$ cat src/common/lpm_params.svh
`ifndef LPM_PARAMS_SVH
`define LPM_PARAMS_SVH

// ----------------------------------------
// Management register addresses
// ----------------------------------------
`define LPM_REG_BASIC 5'h00
`define LPM_REG_DIGITAL 5'h10
`define LPM_REG_AFE 5'h11
`define LPM_REG_PULSE 5'h13
`define LPM_REG_STATUS 5'h14
`define LPM_REG_EXPANDED 5'h18
`define LPM_REG_CTRL2 5'h1f

// ----------------------------------------
// Field positions
// ----------------------------------------
`define LPM_BIT_SOFT_RESET 15
`define LPM_BIT_AUTONEG 12
`define LPM_BIT_POWER_DOWN 11
`define LPM_BIT_PLL_OFF 4
`define LPM_BIT_SLOW_OSC 5
`define LPM_BIT_SLEEP_N 11
`define LPM_BIT_POWER_SAVE 10
`define LPM_BIT_LONG_GAP 0

// ----------------------------------------
// Reset values
// ----------------------------------------
`define LPM_RST_AUTONEG 1'b1
`define LPM_RST_POWER_DOWN 1'b0
`define LPM_RST_PLL_OFF 1'b0
`define LPM_RST_SLOW_OSC 1'b0
`define LPM_RST_SLEEP_N 1'b1
`define LPM_RST_POWER_SAVE 1'b0
`define LPM_RST_LONG_GAP 1'b0

// ----------------------------------------
// Timing, 8 ns clock period
// ----------------------------------------
`define LPM_CLK_NS 8
`define LPM_PLL_LOCK_NS 1000
`define LPM_PLL_LOCK_CYC ((`LPM_PLL_LOCK_NS + `LPM_CLK_NS - 1) / `LPM_CLK_NS)
`define LPM_SWRST_NS 80
`define LPM_SWRST_CYC ((`LPM_SWRST_NS + `LPM_CLK_NS - 1) / `LPM_CLK_NS)
`define LPM_PULSE_NS 100
`define LPM_PULSE_CYC ((`LPM_PULSE_NS + `LPM_CLK_NS - 1) / `LPM_CLK_NS)
`define LPM_GAP_NS 16000000
`define LPM_GAP_CYC (`LPM_GAP_NS / `LPM_CLK_NS)
`define LPM_LONG_GAP_NS 64000000
`define LPM_LONG_GAP_CYC (`LPM_LONG_GAP_NS / `LPM_CLK_NS)

`endif

$ cat src/common/lpm_pkg.sv
package lpm_pkg;

  typedef enum logic [2:0] {
    st_normal = 3'b000,
    st_save = 3'b001,
    st_sleep = 3'b010,
    st_pdown = 3'b011,
    st_wake = 3'b100
  } lpm_state_t;

endpackage

$ cat src/hw/phy_low_power_mode_control.sv
`timescale 1ns/1ps
`include "lpm_params.svh"

// Overview of operation
// Power saving needs enable, autoneg, no link
// Power saving keeps only transmitter, detector, PLL
// Power saving off after power-up
// Sleep enabled by low bit, autoneg, no link
// PLL-off bit stops PLL during sleep
// Sleep sends periodic link pulses, optional longer
// Sleep disabled after power-up
// Power-down stops all but management access
// Clearing power-down bit leaves power-down
// Slow-oscillator bit disconnects crystal input
// Slow oscillator plus power-down: lowest power
// Controller exits: slow bit, power-down, reset
// Software reset bit clears itself
// Restore PLL and clock before line activity
module phy_low_power_mode_control #(
  parameter int GAP_CYC = `LPM_GAP_CYC,
  parameter int LONG_GAP_CYC = `LPM_LONG_GAP_CYC
) (
  input wire logic clk,
  input wire logic srst,
  input wire logic [4:0] addr,
  input wire logic [15:0] wdata,
  input wire logic wr,
  input wire logic rd,
  output logic [15:0] rdata,
  input wire logic link_up_pin,
  input wire logic energy_pin,
  output logic rx_power_on,
  output logic tx_power_on,
  output logic energy_sense_on,
  output logic pll_on,
  output logic crystal_input_enable,
  output logic slow_osc_select,
  output logic link_pulse,
  output logic line_active,
  output logic core_reset
);

  localparam int RST_LIM = `LPM_SWRST_CYC + 1;
  localparam int LOCK_LIM = `LPM_PLL_LOCK_CYC + 2;

  // ----------------------------------------
  // Pin synchronisers
  // ----------------------------------------
  logic link_meta, link_sync;
  logic energy_meta, energy_sync;

  always_ff @(posedge clk) begin
    if (srst) begin
      link_meta <= 1'b0;
      link_sync <= 1'b0;
      energy_meta <= 1'b0;
      energy_sync <= 1'b0;
    end else begin
      link_meta <= link_up_pin;
      link_sync <= link_meta;
      energy_meta <= energy_pin;
      energy_sync <= energy_meta;
    end
  end

  // ----------------------------------------
  // Control registers
  // ----------------------------------------
  logic autoneg, power_down, pll_off, slow_osc;
  logic sleep_n, power_save, long_gap;
  logic [7:0] rst_cnt;
  logic rst_busy;
  logic rst_req;

  assign rst_busy = (rst_cnt != 8'h00);
  assign rst_req = wr && (addr == `LPM_REG_BASIC) && wdata[`LPM_BIT_SOFT_RESET];

  // A reset write returns every control bit to its default
  always_ff @(posedge clk) begin
    if (srst || rst_req) begin
      autoneg <= `LPM_RST_AUTONEG;
      power_down <= `LPM_RST_POWER_DOWN;
      pll_off <= `LPM_RST_PLL_OFF;
      slow_osc <= `LPM_RST_SLOW_OSC;
      sleep_n <= `LPM_RST_SLEEP_N;
      power_save <= `LPM_RST_POWER_SAVE;
      long_gap <= `LPM_RST_LONG_GAP;
    end else if (wr) begin
      case (addr)
        `LPM_REG_BASIC: begin
          autoneg <= wdata[`LPM_BIT_AUTONEG];
          power_down <= wdata[`LPM_BIT_POWER_DOWN]; // see
        end
        `LPM_REG_DIGITAL: pll_off <= wdata[`LPM_BIT_PLL_OFF];
        `LPM_REG_AFE: slow_osc <= wdata[`LPM_BIT_SLOW_OSC];
        `LPM_REG_PULSE: long_gap <= wdata[`LPM_BIT_LONG_GAP];
        `LPM_REG_EXPANDED: sleep_n <= wdata[`LPM_BIT_SLEEP_N];
        `LPM_REG_CTRL2: power_save <= wdata[`LPM_BIT_POWER_SAVE];
        default: ;
      endcase
    end
  end

  // Reset bit reads one only while the core reset runs
  always_ff @(posedge clk) begin
    if (srst) begin
      rst_cnt <= 8'h00;
    end else if (rst_req) begin
      rst_cnt <= 8'(`LPM_SWRST_CYC);
    end else if (rst_busy) begin
      rst_cnt <= rst_cnt - 8'h01;
    end
  end

  // ----------------------------------------
  // Mode state machine
  // ----------------------------------------
  lpm_pkg::lpm_state_t state, next_state;
  logic [7:0] lock_cnt;
  logic idle_line;

  // Power saving and sleep only make sense with the cable out
  assign idle_line = autoneg && !link_sync;

  always_comb begin
    next_state = state;
    case (state)
      lpm_pkg::st_normal: begin
        if (!sleep_n && idle_line) begin
          next_state = lpm_pkg::st_sleep;
        end else if (power_save && idle_line) begin
          next_state = lpm_pkg::st_save;
        end
      end
      lpm_pkg::st_save: begin
        if (!sleep_n && idle_line) begin
          next_state = lpm_pkg::st_sleep;
        end else if (!(power_save && idle_line)) begin
          next_state = lpm_pkg::st_normal;
        end
      end
      lpm_pkg::st_sleep: begin
        // Energy on the wire wakes the receiver to look for a link
        if (energy_sync || sleep_n || !idle_line) begin
          next_state = lpm_pkg::st_wake;
        end
      end
      lpm_pkg::st_pdown: begin
        if (!power_down) begin
          next_state = lpm_pkg::st_wake;
        end
      end
      lpm_pkg::st_wake: begin
        if (!slow_osc && lock_cnt == 8'h00) begin
          next_state = lpm_pkg::st_normal;
        end
      end
      default: next_state = lpm_pkg::st_wake;
    endcase
    if (power_down) begin
      next_state = lpm_pkg::st_pdown;
    end
  end

  always_ff @(posedge clk) begin
    if (srst) begin
      state <= lpm_pkg::st_wake;
    end else begin
      state <= next_state;
    end
  end

  // PLL lock wait restarts while the clock path is still off
  always_ff @(posedge clk) begin
    if (srst) begin
      lock_cnt <= 8'(`LPM_PLL_LOCK_CYC);
    end else if (!pll_on || slow_osc || state != lpm_pkg::st_wake) begin
      lock_cnt <= 8'(`LPM_PLL_LOCK_CYC);
    end else if (lock_cnt != 8'h00) begin
      lock_cnt <= lock_cnt - 8'h01;
    end
  end

  // ----------------------------------------
  // Link pulses during sleep
  // ----------------------------------------
  logic [31:0] gap_cnt;
  logic [7:0] pulse_cnt;

  always_ff @(posedge clk) begin
    if (srst || state != lpm_pkg::st_sleep) begin
      gap_cnt <= 32'h0;
    end else if (gap_cnt == 32'h0) begin
      gap_cnt <= long_gap ? 32'(LONG_GAP_CYC) : 32'(GAP_CYC);
    end else begin
      gap_cnt <= gap_cnt - 32'h1;
    end
  end

  always_ff @(posedge clk) begin
    if (srst || state != lpm_pkg::st_sleep) begin
      pulse_cnt <= 8'h00;
    end else if (gap_cnt == 32'h0) begin
      pulse_cnt <= 8'(`LPM_PULSE_CYC);
    end else if (pulse_cnt != 8'h00) begin
      pulse_cnt <= pulse_cnt - 8'h01;
    end
  end

  // ----------------------------------------
  // Power domain outputs
  // ----------------------------------------
  logic in_pdown, in_sleep, in_save;
  assign in_pdown = (state == lpm_pkg::st_pdown);
  assign in_sleep = (state == lpm_pkg::st_sleep);
  assign in_save = (state == lpm_pkg::st_save);

  always_ff @(posedge clk) begin
    if (srst) begin
      rx_power_on <= 1'b0;
      tx_power_on <= 1'b0;
      energy_sense_on <= 1'b0;
      pll_on <= 1'b0;
      crystal_input_enable <= 1'b1;
      slow_osc_select <= 1'b0;
      link_pulse <= 1'b0;
      line_active <= 1'b0;
      core_reset <= 1'b1;
    end else begin
      rx_power_on <= !(in_pdown || in_sleep || in_save);
      tx_power_on <= !in_pdown;
      energy_sense_on <= !in_pdown;
      pll_on <= !(in_pdown || (in_sleep && pll_off)); // see
      crystal_input_enable <= !slow_osc;
      slow_osc_select <= slow_osc;
      link_pulse <= in_sleep && pulse_cnt != 8'h00;
      line_active <= (state == lpm_pkg::st_normal) && !rst_busy;
      core_reset <= rst_busy || in_pdown;
    end
  end

  // ----------------------------------------
  // Register read port
  // ----------------------------------------
  logic [15:0] next_rdata;

  always_comb begin
    next_rdata = 16'h0000;
    case (addr)
      `LPM_REG_BASIC: begin
        next_rdata[`LPM_BIT_SOFT_RESET] = rst_busy;
        next_rdata[`LPM_BIT_AUTONEG] = autoneg;
        next_rdata[`LPM_BIT_POWER_DOWN] = power_down;
      end
      `LPM_REG_DIGITAL: next_rdata[`LPM_BIT_PLL_OFF] = pll_off;
      `LPM_REG_AFE: next_rdata[`LPM_BIT_SLOW_OSC] = slow_osc;
      `LPM_REG_PULSE: next_rdata[`LPM_BIT_LONG_GAP] = long_gap;
      `LPM_REG_STATUS: begin
        next_rdata = {7'h00, energy_sync, link_sync, line_active,
                      crystal_input_enable, pll_on, rx_power_on, state};
      end
      `LPM_REG_EXPANDED: next_rdata[`LPM_BIT_SLEEP_N] = sleep_n;
      `LPM_REG_CTRL2: next_rdata[`LPM_BIT_POWER_SAVE] = power_save;
      default: next_rdata = 16'h0000;
    endcase
  end

  // Data stand only in the cycle after the read strobe
  always_ff @(posedge clk) begin
    if (srst || !rd) begin
      rdata <= 16'h0000;
    end else begin
      rdata <= next_rdata;
    end
  end
endmodule

$ cat config.mk
export PLATFORM = sky130hd
export DESIGN_NAME = phy_low_power_mode_control
export DESIGN_NICKNAME = d
export VERILOG_FILES = /design/src/common/lpm_pkg.sv /design/src/hw/phy_low_power_mode_control.sv
export VERILOG_INCLUDE_DIRS = /design/src /design/src/common
export SDC_FILE = /design/constraint.sdc
export NUM_CORES = 1
export LEC_CHECK = 0
export BUFFER_PORTS_ARGS = -buffer_cell sky130_fd_sc_hd__clkbuf_2
export CORE_MARGIN = 2
export CORE_UTILIZATION = 30
export DETAILED_ROUTE_END_ITERATION = 6
export SLEW_MARGIN = 10
export SYNTH_ARGS = -nofsm -noshare
export SYNTH_HDL_FRONTEND = slang
export SYNTH_SLANG_ARGS = --single-unit
$ cat constraint.sdc
create_clock -name clk -period 6.6 [get_ports clk]
set_clock_uncertainty 0.1 [all_clocks]
set_input_delay 0.66 -clock clk [delete_from_list [all_inputs] [get_ports clk]]
set_output_delay 0.66 -clock clk [all_outputs]
set_load 0.1 [all_outputs]
==> key figures <==
Die
  • Die Wd: 116.8 um
  • Chip height: 116.8 um
  • Starting density of the core: 0.3049
  • CORE AREA: 12520 um^2
  • Die area: 13640 um^2
  • # IOs: 52
  • FP Rows: 41

Yosys
  • Synthesized cell area: 3816 um^2
  • Primary FF master, synth: dfxtp_1
  • Synth Register Bits: 91
  • Simple-gate share of the synthesized area: 0.2846
  • EDFF count, synth: 0
  • Mux contribution to synthesized area: 0.02918
  • Ys Warns: 0
  • Adder-Cell Fraction of Synth Area: 0.01639
  • Post-synthesis xor/xnor area fraction: 0.08033
  • Post-Syn Instances: ~430
  • Synth unique cells: 51
  • Ys async rst share: 0
  • Seq/Total Area, Yosys: 0.4774
  • Fraction of the mapped netlist area in compound gates: 0.07410
  • Largest family of logic cells by synthesized area: simple AND/OR/NAND/NOR gates
  • Syn Area/Cell: 8.916 um^2

Worst setup path
  • Critical-path cell list: or4_1 -> nor3_1 -> nand4_1 -> nand2_1 -> nor2_1
  • Worst Path Max Fanout: 21
  • Worst endpoint data arrival time: 3.25 ns
  • Critical Path RT: 6.69 ns
  • Worst path max stage delay: 0.81 ns
  • Worst Setup Start Kind: flop
  • Slowest cell on crit path: nand2_1
  • Crit Path Category: reg -> reg
  • WP buf/inv: 0
  • Worst setup EP type: flop
  • CP delay by family, top: simple AND/OR/NAND/NOR gates

Clock tree
  • Post-CTS setup buffers: 0
  • Hold bufs inserted after CTS: 0
  • Cts bufs inserted: 9
  • CTS root buffer: clkbuf_16
  • Worst skew pair latency: 0.34 ns
  • H-Tree Depth: 3
  • CTS tree: done
  • CTS clk-pin slew, worst paths: 0.06 ns
  • Post-CTS Resized: 0
  • CTS Buffer Depth: 2
  • Clock Sinks: a little over 90

Layout
  • Fill cell total of the finished layout: between 1000 and 1500
  • Fin util: 0.3583
  • Area Overhead vs Synth: 17.51%
  • Final nets: between 400 and 500
  • ANT cells: 0
  • Share of cells above drive strength 1: 0.1535

Drt
  • Starting DRT DRC Count: between 100 and 150
  • # DRC: 0
  • Total Wirelength: 7.569 mm
  • Vias post-DR: 2956
  • Drt pass-1 iters: 4
  • DR vias/cell: 4.612
  • Routed len/inst: between 10 and 15 um
  • Number of routed nets with antenna violations: 0

Timing
  • Slew Limit Fails: 0
  • Setup Viol. Count Final: 0
  • Worst Slack Setup Final: 3.434 ns
  • Final Hold Fails: 0
  • Crit path time final: 3.166 ns
  • Slew HR: 0.4761
  • Final period util: 0.4797
  • Fmax: 315.9 MHz
  • RSZ-0062 raised after global routing: false
  • Total negative slack: 0 ns
  • Worst-Margin Slew: 0.7799 ns

Global route
  • Initial antenna violation count: 0
  • Largest net degree at the start of global routing: 22
  • First-pass GRT wire length: about 13 mm
  • Global route total overflow: 0
  • Total track usage: 0.1224
  • Number of global-route vias before repair: 2809

Place
  • GPL Wtd Cong: 0.8353
  • IO Port Bufs: 39
  • Post-Place Worst Slack: around 3.5 ns
  • DP HPWL: between 5 and 6 mm

Min path
  • HP Class: reg -> reg

Pwr
  • PD cells: between 200 and 300 nW/um^2
  • LEAKAGE: 1.927 nW
  • VDD IR-drop max: 0.1822 mV

Run status
  • Status: complete, no violations

Run
  • Max-cap violation count: 0
-- per-layer routing --
metal,global-route usage,up-vias,wire [um]
li1,-,1540,-
met3,0.02781,14,268
met5,0,-,0
met4,0.06196,0,163
met1,0.1579,1354,3764
met2,0.1927,48,3373
-- synthesized netlist by cell type, drive strengths merged (9+ instances only) --
| master | n | area share |
|---|---|---|
| dfxtp | 91 | 0.48 |
| nor2 | 65 | 0.064 |
| nand2 | 32 | 0.031 |
| a21oi | 24 | 0.031 |
| nor3 | 24 | 0.034 |
| xnor2 | 21 | 0.048 |
| inv | 15 | 0.015 |
| xor2 | 14 | 0.032 |
| o21ai | 13 | 0.018 |
| buf | 10 | 0.015 |
| mux2i | 10 | 0.026 |
| or4 | 10 | 0.022 |
| nor2b | 9 | 0.015 |
| nor4 | 9 | 0.016 |
-- worst register-to-register path: stages (launching register included) --
cell and delay, ns:
dfxtp_1 0.33, or4_1 0.64, nor3_1 0.45, nand4_1 0.54, nand2_1 0.81, nor2_1 0.15
-- sequential cells by signal (all words and copies together) (netlist names), 3 cells and up --
name	cells
state	3
pulse_cnt	8
lock_cnt	8
rdata	13
gap_cnt	32
rst_cnt	8
-- final timing paths --
check	start	to	slack, ns	depth (start not counted)
setup / recovery	gap_cnt[25]	gap_cnt[14]	3.43	5
hold / removal	link_meta	link_sync	0.33	1
setup reg to reg	gap_cnt[25]	gap_cnt[14]	3.43	5
hold reg to reg	link_meta	link_sync	0.33	1
-- logic make-up (layout without fill, tap and decap cells) --
| logic type | Yosys count | after routing |
|---|---|---|
| other | 1 | 3 |
| XOR/XNOR | 35 | 35 |
| flip-flops | 91 | 91 |
| AO/OA/AOI/OAI | 49 | 49 |
| adder cells (fa/ha/maj) | 5 | 5 |
| buffers and inverters | 32 | 71 |
| AND/OR/NAND/NOR | 204 | 204 |
| multiplexers | 11 | 11 |
-- cells in the final DEF, fill, tap and decap left out, drive strengths merged, types with 3 or more instances in the layout --
cell type and count:
or4 10, clkbuf 49, nor2b 9, nand3 7
nor3 24, or3b 5, a21oi 24, xor2 14
nor2 65, nand4 6, or3 8, nand2 32
or4b 3, and3 5, nor4 9, dfxtp 91
mux2i 10, o21ai 13, ha 5, nand2b 5
conb 3, and2 8, o31ai 3, inv 15
xnor2 21
-- layout make-up --
type	instances	area (um^2)	area share
clock buffer	10	239.0	0.05329
clock inverter	6	88.84	0.01981
inverter	15	56.30	0.01256
multi-input combinational	307	1861	0.4149
sequential	91	1822	0.4063
tap	172	215.2	0.04799
timing repair buffer	40	202.7	0.04520
-- where the power goes --
group	internal, W	total (W)	switching [W]
clock network	0.000342	0.000550	0.000209
registers	0.000575	0.000596	0.0000206
logic	0.0000652	0.000171	0.000106
total	0.000982	0.00132	0.000336
-- stage by stage --
stage | instances | total power [W] | cell area [um^2] | hold WS [ns]
global placement | 625 | 0.0007734 | 4156 | 0.3214
detailed placement | 625 | 0.0007799 | 4156 | 0.3245
floorplan | 430 | 0.0007487 | 3824 | 0.3138
CTS | 641 | 0.001331 | 4484 | 0.3385
global route | 641 | 0.001382 | 4484 | 0.3605
finish | 641 | 0.001318 | 4484 | 0.3348
(Power assumes the default switching activity.)
